**config.mk**
```make
export PLATFORM = sky130hd
export DESIGN_NAME = dss_core
export DESIGN_NICKNAME = d
export VERILOG_FILES = /design/src/common/dss_pkg.sv /design/src/logic/dss_core.sv
export SDC_FILE = /design/constraint.sdc
export NUM_CORES = 1
export LEC_CHECK = 0
export BUFFER_PORTS_ARGS = -buffer_cell sky130_fd_sc_hd__buf_2
export CORE_MARGIN = 2
export CORE_UTILIZATION = 50
export DETAILED_ROUTE_END_ITERATION = 10
export GPL_TIMING_DRIVEN = 0
export PLACE_DENSITY = 0.74
export SLEW_MARGIN = 10
export SYNTH_ARGS = -nofsm -noshare
export SYNTH_HDL_FRONTEND = slang
export SYNTH_SLANG_ARGS = --single-unit
```
**constraint.sdc**
```tcl
create_clock -name clk_i -period 30.9 [get_ports clk_i]
set_clock_uncertainty 0.2 [all_clocks]
set_input_delay 1.545 -clock clk_i [delete_from_list [all_inputs] [get_ports clk_i]]
set_output_delay 1.545 -clock clk_i [all_outputs]
set_load 0.01 [all_outputs]
```
**src/common/dss_pkg.sv**
```systemverilog
// package for the dual axis synchronized stop block
// assumes one control-cycle clock; users import dss_pkg::*
`default_nettype none
package dss_pkg;
    // ------------------------------------------------------------
    // register offsets (byte addresses, one word each)
    // ------------------------------------------------------------
    localparam logic [7:0] OFS_MODE = 8'h00;
    localparam logic [7:0] OFS_END_SPD = 8'h04;
    localparam logic [7:0] OFS_FF = 8'h08;
    localparam logic [7:0] OFS_MF = 8'h0c;
    localparam logic [7:0] OFS_STATUS = 8'h10;
    localparam logic [7:0] OFS_WARN = 8'h14;
    // ------------------------------------------------------------
    // reset values, ranges and field positions
    // ------------------------------------------------------------
    localparam logic [1:0] MODE_RST = 2'h0;
    localparam logic [15:0] END_SPD_RST = 16'h0100;
    localparam logic [15:0] END_SPD_MIN = 16'h0001;
    localparam logic [6:0] FF_RST = 7'h50;
    localparam logic [6:0] FF_MAX = 7'h64;
    localparam logic [1:0] MF_RST = 2'h0;
    localparam int MF_EN_BIT = 0;
    localparam int MF_COMB_BIT = 1;
    localparam int STOP_FLAG_BIT = 31;
    localparam logic [11:0] WARN_CODE = 12'h97c;
    // end speed unit is 1000 reference units per second
    localparam logic [9:0] END_SPD_UNIT = 10'h3e8;
    localparam logic [6:0] PERCENT = 7'h64;
    // ------------------------------------------------------------
    // mode codes, follower control kinds, host commands
    // ------------------------------------------------------------
    localparam logic [1:0] MODE_OFF = 2'h0;
    localparam logic [1:0] MODE_POS = 2'h1;
    localparam logic [1:0] MODE_SPD = 2'h2;
    localparam logic [1:0] MODE_SOFF = 2'h3;
    localparam logic [1:0] CTRL_NONE = 2'h0;
    localparam logic [1:0] CTRL_POS = 2'h1;
    localparam logic [1:0] CTRL_SPD = 2'h2;
    localparam logic [7:0] CMD_SERVO_OFF = 8'h32;
    localparam logic [7:0] CMD_DISCONNECT = 8'h0f;
    localparam logic [7:0] CMD_EMERGENCY = 8'h3f;
    // alarm codes that leave no valid position data
    localparam logic [11:0] ALM_NOPOS [9] = '{12'h810, 12'h820,
        12'h840, 12'h850, 12'h890, 12'h891, 12'hc90, 12'hc91,
        12'hc92};
    // ------------------------------------------------------------
    // carriers
    // ------------------------------------------------------------
    typedef struct packed {
        logic alarm;
        logic [11:0] code;
        logic servo_on;
        logic signed [31:0] pos;
        logic signed [31:0] spd;
    } dss_axis_s;
    typedef struct packed {
        logic [1:0] ctrl;
        logic signed [31:0] pos;
        logic signed [31:0] spd;
        logic signed [31:0] ff;
    } dss_follow_s;
    typedef struct packed {
        logic valid;
        logic [7:0] code;
    } dss_cmd_s;
    typedef enum logic [2:0] {
        ST_IDLE = 3'b001,
        ST_TRACK = 3'b010,
        ST_SOFF = 3'b100
    } dss_state_e;
endpackage : dss_pkg
`default_nettype wire

```
**src/logic/dss_core.sv**
```systemverilog
// coordinated stop of two servo axes after an alarm on either one
// assumes synchronous inputs, one control cycle per clk_i edge,
// and that each axis servo loop obeys the follower control outputs
//
// Function
// - alarm on one axis makes the other axis follow it to rest.
// - mode 0 off, 1 position, 2 speed, 3 servo off; active after restart.
// - mode 1 tracks the alarmed axis feedback position.
// - mode 2 tracks the alarmed axis feedback speed.
// - mode 3 turns the follower servo off at once.
// - mode 3 leaves the stop status flag at zero.
// - during a stop only emergency commands are accepted.
// - stop ends with servo off and flag clear on three causes.
// - end speed test uses alarmed axis speed, modes 1 and 2 only.
// - end speed 1..65535 in 1000 units/s, default 256, immediate.
// - after the stop ends all host commands are accepted again.
// - mode 1 speed feedforward 0..100 percent, default 80, immediate.
// - under model following, feedforward needs combined selection.
// - alarm without position data gives plain follower servo off.
// - encoder alarm codes listed in the package lack position data.
// - stop status appears in bit 31 of the command io status field.
// - a coordinated stop raises warning code 97c.
// - follower alarm during a stop cancels the coordinated stop.
//
// Added by the designer: the address-and-strobe port and the register offsets.
`timescale 1ns/1ps
`default_nettype none
module dss_core
    import dss_pkg::*;
(
    input wire logic clk_i,
    input wire logic rst_i,
    input wire logic restart_i,
    input wire logic [7:0] reg_addr_i,
    input wire logic [31:0] reg_wdata_i,
    input wire logic reg_we_i,
    input wire logic reg_re_i,
    output logic [31:0] reg_rdata_o,
    input wire dss_axis_s axis_a_i,
    input wire dss_axis_s axis_b_i,
    input wire dss_cmd_s host_cmd_i,
    output logic host_cmd_accept_o,
    input wire logic [30:0] io_status_base_i,
    output logic [31:0] servo_cmd_io_status_field_o,
    output logic follow_axis_b_o,
    output dss_follow_s follow_o,
    output logic [1:0] servo_off_command_o,
    output logic warn_o,
    output logic [11:0] warn_code_o
);
    // ------------------------------------------------------------
    // helpers
    // ------------------------------------------------------------
    function automatic logic no_pos_data(input logic [11:0] code);
        logic hit;
        hit = 1'b0;
        for (int i = 0; i < 9; i++) begin
            if (code == ALM_NOPOS[i]) begin
                hit = 1'b1;
            end
        end
        return hit;
    endfunction : no_pos_data

    function automatic logic is_emergency(input logic [7:0] code);
        return code == CMD_EMERGENCY || code == CMD_SERVO_OFF ||
            code == CMD_DISCONNECT;
    endfunction : is_emergency

    // ------------------------------------------------------------
    // registers
    // ------------------------------------------------------------
    logic [1:0] mode_cfg_q;
    logic [1:0] mode_act_q;
    logic [15:0] coord_stop_end_speed_q;
    logic [6:0] coord_stop_speed_feedforward_q;
    logic [1:0] model_following_select_q;
    logic warn_q;
    logic coord_stop_status_flag_q;
    logic follow_b_q;
    logic alarm_a_q;
    logic alarm_b_q;
    dss_state_e state_q;
    dss_state_e state_d;
    dss_follow_s follow_q;
    logic [1:0] soff_q;
    logic [31:0] rdata_q;

    // software writes; range limits enforced on entry
    always_ff @(posedge clk_i) begin
        if (rst_i) begin
            mode_cfg_q <= MODE_RST;
            coord_stop_end_speed_q <= END_SPD_RST;
            coord_stop_speed_feedforward_q <= FF_RST;
            model_following_select_q <= MF_RST;
        end else if (reg_we_i) begin
            unique case (reg_addr_i)
                OFS_MODE: mode_cfg_q <= reg_wdata_i[1:0];
                OFS_END_SPD: begin
                    // zero is outside the range, held at the floor
                    coord_stop_end_speed_q <= (reg_wdata_i[15:0] == 16'h0)
                        ? END_SPD_MIN : reg_wdata_i[15:0];
                end
                OFS_FF: begin
                    coord_stop_speed_feedforward_q <=
                        (reg_wdata_i > {25'h0, FF_MAX})
                        ? FF_MAX : reg_wdata_i[6:0];
                end
                OFS_MF: model_following_select_q <= reg_wdata_i[1:0];
                default: ;
            endcase
        end
    end

    // mode in use only changes on restart so a stop never sees a swap
    always_ff @(posedge clk_i) begin
        if (rst_i) begin
            mode_act_q <= MODE_RST;
        end else if (restart_i) begin
            mode_act_q <= mode_cfg_q;
        end
    end

    // ------------------------------------------------------------
    // alarm events and selection of the alarmed axis
    // ------------------------------------------------------------
    logic rise_a;
    logic rise_b;
    logic trig;
    logic trig_b_alarmed;
    logic [11:0] trig_code;
    assign rise_a = axis_a_i.alarm & ~alarm_a_q;
    assign rise_b = axis_b_i.alarm & ~alarm_b_q;
    // axis a wins when both raise an alarm in the same cycle; an alarm
    // that joins one already standing starts nothing
    assign trig = (rise_a & ~axis_b_i.alarm) | (rise_b & ~axis_a_i.alarm)
        | (rise_a & rise_b);
    assign trig_b_alarmed = ~rise_a;
    assign trig_code = trig_b_alarmed ? axis_b_i.code : axis_a_i.code;

    always_ff @(posedge clk_i) begin
        if (rst_i) begin
            alarm_a_q <= 1'b0;
            alarm_b_q <= 1'b0;
        end else begin
            alarm_a_q <= axis_a_i.alarm;
            alarm_b_q <= axis_b_i.alarm;
        end
    end

    // ------------------------------------------------------------
    // alarmed axis feedback and follower view
    // ------------------------------------------------------------
    // the start cycle must already use the new choice, not the old one
    logic follow_b_d;
    dss_axis_s src;
    dss_axis_s fol;
    assign follow_b_d = (state_q == ST_IDLE && trig) ? !trig_b_alarmed
        : follow_b_q;
    assign src = follow_b_d ? axis_a_i : axis_b_i;
    assign fol = follow_b_d ? axis_b_i : axis_a_i;

    // end speed test, absolute speed against threshold times unit
    logic [31:0] src_abs;
    logic [25:0] end_lim;
    logic below_end;
    assign src_abs = src.spd[31] ? 32'(-src.spd) : 32'(src.spd);
    assign end_lim = 26'(coord_stop_end_speed_q * END_SPD_UNIT);
    assign below_end = src_abs < 32'(end_lim);

    logic host_end;
    assign host_end = host_cmd_i.valid &&
        (host_cmd_i.code == CMD_SERVO_OFF ||
         host_cmd_i.code == CMD_DISCONNECT);

    // feedforward only where the model following choice permits it
    logic ff_on;
    logic signed [39:0] ff_prod;
    assign ff_on = mode_act_q == MODE_POS &&
        (!model_following_select_q[MF_EN_BIT] ||
         model_following_select_q[MF_COMB_BIT]);
    assign ff_prod = 40'(src.spd * $signed({1'b0,
        coord_stop_speed_feedforward_q}));

    // ------------------------------------------------------------
    // stop sequencer
    // ------------------------------------------------------------
    logic start_track;
    logic start_soff;
    logic end_track;
    logic cancel;
    assign start_track = state_q == ST_IDLE && trig &&
        (mode_act_q == MODE_POS || mode_act_q == MODE_SPD) &&
        !no_pos_data(trig_code);
    assign start_soff = state_q == ST_IDLE && trig &&
        mode_act_q != MODE_OFF && !start_track;
    assign cancel = state_q == ST_TRACK && fol.alarm;
    assign end_track = state_q == ST_TRACK && !cancel &&
        (below_end || host_end || !fol.servo_on);

    always_comb begin
        state_d = state_q;
        unique case (state_q)
            ST_IDLE: begin
                if (start_track) begin
                    state_d = ST_TRACK;
                end else if (start_soff) begin
                    state_d = ST_SOFF;
                end
            end
            ST_TRACK: begin
                if (cancel) begin
                    state_d = ST_IDLE;
                end else if (end_track) begin
                    state_d = ST_SOFF;
                end
            end
            ST_SOFF: begin
                // hold the off request until the follower reports off
                if (!fol.servo_on) begin
                    state_d = ST_IDLE;
                end
            end
            default: state_d = ST_IDLE;
        endcase
    end

    always_ff @(posedge clk_i) begin
        if (rst_i) begin
            state_q <= ST_IDLE;
            follow_b_q <= 1'b0;
        end else begin
            state_q <= state_d;
            follow_b_q <= follow_b_d;
        end
    end

    // flag is set together with a tracking start, never in mode 3 or on a plain servo off
    always_ff @(posedge clk_i) begin
        if (rst_i) begin
            coord_stop_status_flag_q <= 1'b0;
        end else if (start_track) begin
            coord_stop_status_flag_q <= 1'b1;
        end else if (end_track || cancel) begin
            coord_stop_status_flag_q <= 1'b0;
        end
    end

    // follower targets refresh every cycle while tracking
    always_ff @(posedge clk_i) begin
        if (rst_i) begin
            follow_q <= '0;
        end else if (state_d == ST_TRACK) begin
            follow_q.ctrl <= (mode_act_q == MODE_POS) ? CTRL_POS
                : CTRL_SPD;
            follow_q.pos <= src.pos;
            follow_q.spd <= src.spd;
            follow_q.ff <= ff_on ? 32'(ff_prod / $signed({33'h0, PERCENT}))
                : 32'sd0;
        end else begin
            follow_q <= '0;
        end
    end

    // servo off request toward the follower axis
    always_ff @(posedge clk_i) begin
        if (rst_i) begin
            soff_q <= 2'h0;
        end else if (state_d == ST_SOFF) begin
            soff_q <= (state_q == ST_IDLE ? !trig_b_alarmed : follow_b_q)
                ? 2'h2 : 2'h1;
        end else begin
            soff_q <= 2'h0;
        end
    end

    // sticky warning, a new stop wins over a software clear
    always_ff @(posedge clk_i) begin
        if (rst_i) begin
            warn_q <= 1'b0;
        end else if (start_track || start_soff) begin
            warn_q <= 1'b1;
        end else if (reg_we_i && reg_addr_i == OFS_WARN &&
                     reg_wdata_i[0]) begin
            warn_q <= 1'b0;
        end
    end

    // ------------------------------------------------------------
    // register read port, one cycle latency, unmapped reads zero
    // ------------------------------------------------------------
    always_ff @(posedge clk_i) begin
        if (rst_i) begin
            rdata_q <= 32'h0;
        end else if (reg_re_i) begin
            unique case (reg_addr_i)
                OFS_MODE: rdata_q <= {28'h0, mode_act_q, mode_cfg_q};
                OFS_END_SPD: rdata_q <= {16'h0, coord_stop_end_speed_q};
                OFS_FF: rdata_q <= {25'h0, coord_stop_speed_feedforward_q};
                OFS_MF: rdata_q <= {30'h0, model_following_select_q};
                OFS_STATUS: rdata_q <= {26'h0, follow_b_q, state_q,
                    coord_stop_status_flag_q, warn_q};
                OFS_WARN: rdata_q <= {3'h0, WARN_CODE, 16'h0, warn_q};
                default: rdata_q <= 32'h0;
            endcase
        end else begin
            rdata_q <= 32'h0;
        end
    end

    // ------------------------------------------------------------
    // outputs
    // ------------------------------------------------------------
    // command gate is combinational so the host sees refusal at once
    assign host_cmd_accept_o = host_cmd_i.valid &&
        (state_q != ST_TRACK ||
         is_emergency(host_cmd_i.code));
    assign servo_cmd_io_status_field_o = {coord_stop_status_flag_q,
        io_status_base_i};
    assign reg_rdata_o = rdata_q;
    assign follow_axis_b_o = follow_b_q;
    assign follow_o = follow_q;
    assign servo_off_command_o = soff_q;
    assign warn_o = warn_q;
    assign warn_code_o = warn_q ? WARN_CODE : 12'h0;
endmodule : dss_core
`default_nettype wire

```
==> impl_metrics.csv <==
group,metric,value,unit
global_route,grt_pass1_vias,28200,
drt,drtIter0Drc,2679,
min_path,min_path_type,"reg -> reg",
die,std_cell_rows,87,
synth,synth.yosys.seq_area_share,0.109,
die,fp.coreArea,56100,sq um
timing,worst_slew_margin_rel,0.0586,
die,initial_core_util,0.503,
synth,synth_top_area_share,0.156,
drt,drt_drc_violations_left,0,
synth,synth.cells.most_frequent,"nand2_1, nor2_1, inv_1",
synth,synth_largest_area_cell,"fa_1",
finish,fin_util,0.672,
clock_network,root_buffer,"clkbuf_16",
timing,fin_hold_viols,0,
synth,biggest_area_contributors_in_the_synthesized_netlist,"fa_1, dfxtp_1, ha_1, nand2_1, a21oi_1",
run_status,outcome,"complete, but fails checks",
placement,routabilityCongestion,0.971,
clock_network,tritoncts.num_buffers,17,
run_status,violations,"negative setup slack",
drt,num_vias,31000,
finish,area_of_combinational_cells_with_multiple_inputs,26300,sq um
drt,route.detailed.vias_per_inst,6.05,
synth,post_synthesis_cell_count,3657,
setup_path,critical-path-slowest-cell,"or4_4",
clock_network,cts_tree,"done",
die,dieHeight,241,microns
synth,ys_types,143,
synth,ys_dominant_reg_cell,"dfxtp_1",
finish,num-nets-final,4961,
timing,setup_ws,-0.311,ns
finish,area_growth,33.7,%
synth,syn-cell-area,28200,sq um
timing,post-route-period-util,1.01,
die,die-width,241,microns
clock_network,cts-htree-levels,4,
drt,route.final.wire_length,102000,microns
timing,holdWs,0.291,ns
global_route,track_usage,0.320,
job,max-cap-violations,0,
timing,grt_setup_unrepaired,"yes",
finish,share_of_layout_cells_above_drive_strength_1,0.312,
die,die_area,58300,sq um
timing,worst-slew-pin-transition,1.40,ns
synth,synth.avg_cell_area,7.70,sq um
clock_network,cts.hold.buffers_added,0,
synth,yosysWarningCount,0,
global_route,grt_pass1_wl,149000,microns
placement,place.detailed.hpwl,73900,microns
placement,io_buffer_count,373,
global_route,grt_antenna_before_repair,4,
setup_path,endpoint_kind,"flip-flop",
setup_path,setup.worst_path.start_class,"primary input",
timing,max_clock_freq,0.0320,GHz
setup_path,cp_slowest_stage_delay,0.55,ns
timing,max_slew_violation_count,0,
global_route,grt_max_degree,17,
setup_path,critPathMaxFanout,8,
setup_path,regToRegSetupSlack,-0.13,ns
clock_network,tritoncts_num_sinks,154,
timing,final-setup-viol-count,14,
synth,ys_async_sr_fraction,0,
timing,timing.final.crit_period,31.21,ns
synth,synthMostInstantiatedCell,"nand2_1",
clock_network,clk_latency,0.49,ns
drt,drt_pass1_iterations,6,
finish,fill_cell_instance_count_of_the_final_layout,4502,
global_route,grt-ovfl-total,0,
synth,synth_enable_flop_cells,0,
setup_path,worstSetupPathType,"in -> reg",
setup_path,cp_data_arrival_time,31.35,ns
clock_network,ctsLongestPathBuffers,2,
clock_network,clkTransAtPathRegs,0.08,ns
drt,wl_per_cell,19.9,microns
synth,flip_flop_and_latch_count_after_synthesis,154,
finish,register_area,3080,sq um
setup_path,cp_data_required_time,31.04,ns
die,number_of_top_level_pins,420,
drt,drt.antenna.violating_nets,0,
-- layout make-up --
class,instances,area share
Antenna cell,4,0.000266
Buffer,185,0.0320
Clock buffer,18,0.0117
Clock inverter,14,0.00482
Inverter,310,0.0309
Multi-Input combinational cell,2997,0.697
Sequential cell,154,0.0818
Tap cell,756,0.0251
Timing Repair Buffer,676,0.116
-- repair_timing --
| action | CTS | global route |
|---|---|---|
| cloned | 0 | 5 |
| resized for setup | 309 | 419 |
| pin swaps | 87 | 190 |
| setup buffers | 89 | 211 |
| setup endpoints to repair | 32 | 32 |
-- critical path: cells and delay by family --
family / cells / cell delay (ns)
AOI/OAI and AO/OA: 59 / 14.93
and+or+nand+nor: 29 / 5.64
buffers and inverters: 35 / 5.13
adders and majority gates: 7 / 2.78
muxes: 4 / 0.88
xor gates and xnor gates: 2 / 0.34
-- metal layers --
metal	GRT usage	vias to the layer above	wire [microns]
li1	-	14200	-
met1	0.377	14800	38100
met2	0.550	1637	49300
met3	0.0619	367	8140
met4	0.169	0	6130
met5	0	-	0
-- state kept, by name, indices dropped and copies added (netlist names), 2 cells and up --
signal                          flops
follow_o                           98
reg_rdata_o                        17
coord_stop_end_speed_q             16
coord_stop_speed_feedforward_q      7
state_q                             3
mode_act_q                          2
mode_cfg_q                          2
model_following_select_q            2
servo_off_command_o                 2
-- cells by family after synthesis --
kind of cell               share of synthesized area
and+or+nand+nor                                0.242
AOI/OAI and AO/OA                              0.239
buffers and inverters                         0.0797
adders and majority gates                      0.232
xor gates and xnor gates                      0.0650
DFF                                            0.109
muxes                                         0.0337
other                                       0.000133
-- cells in the final DEF, fill, tap and decap left out, types with 73 or more instances in the layout --
cell,n
xnor2_1,104
inv_1,304
buf_2,380
nor2_1,282
clkbuf_1,73
nor2b_1,109
dfxtp_1,154
ha_1,143
a21oi_1,211
fa_1,218
and2_1,99
nand2_1,363
o21ai_0,107
buf_4,332
-- through the flow --
step | instance area [sq um] | worst slack (ns) | std cells | setup TNS, ns
3_3_place_gp | 31000 | -7.35 | 4799 | -216.75
2_1_floorplan | 28200 | 0.0553 | 3670 | 0
6_report | 37700 | -0.311 | 5114 | -2.78
4_1_cts | 33900 | 0.00866 | 4913 | 0
3_5_place_dp | 31000 | -7.64 | 4799 | -225.85
5_1_grt | 37700 | -1.06 | 5114 | -18.73
-- final timing paths --
check,from,end,cells past startpoint
worst max-delay path,axis_a_i[77],follow_o[10]$_SDFF_PP0_,136
worst min register to register,mode_cfg_q[1]$_SDFFE_PP0P_,mode_cfg_q[1]$_SDFFE_PP0P_,2
worst max register to register,state_q[0]$_SDFF_PP1_,follow_o[10]$_SDFF_PP0_,136
worst min-delay path,mode_cfg_q[1]$_SDFFE_PP0P_,mode_cfg_q[1]$_SDFFE_PP0P_,2
Power is left out: the tool's default activity adds up to more than one toggle a clock period on the data nets, which glitch-free logic cannot reach.
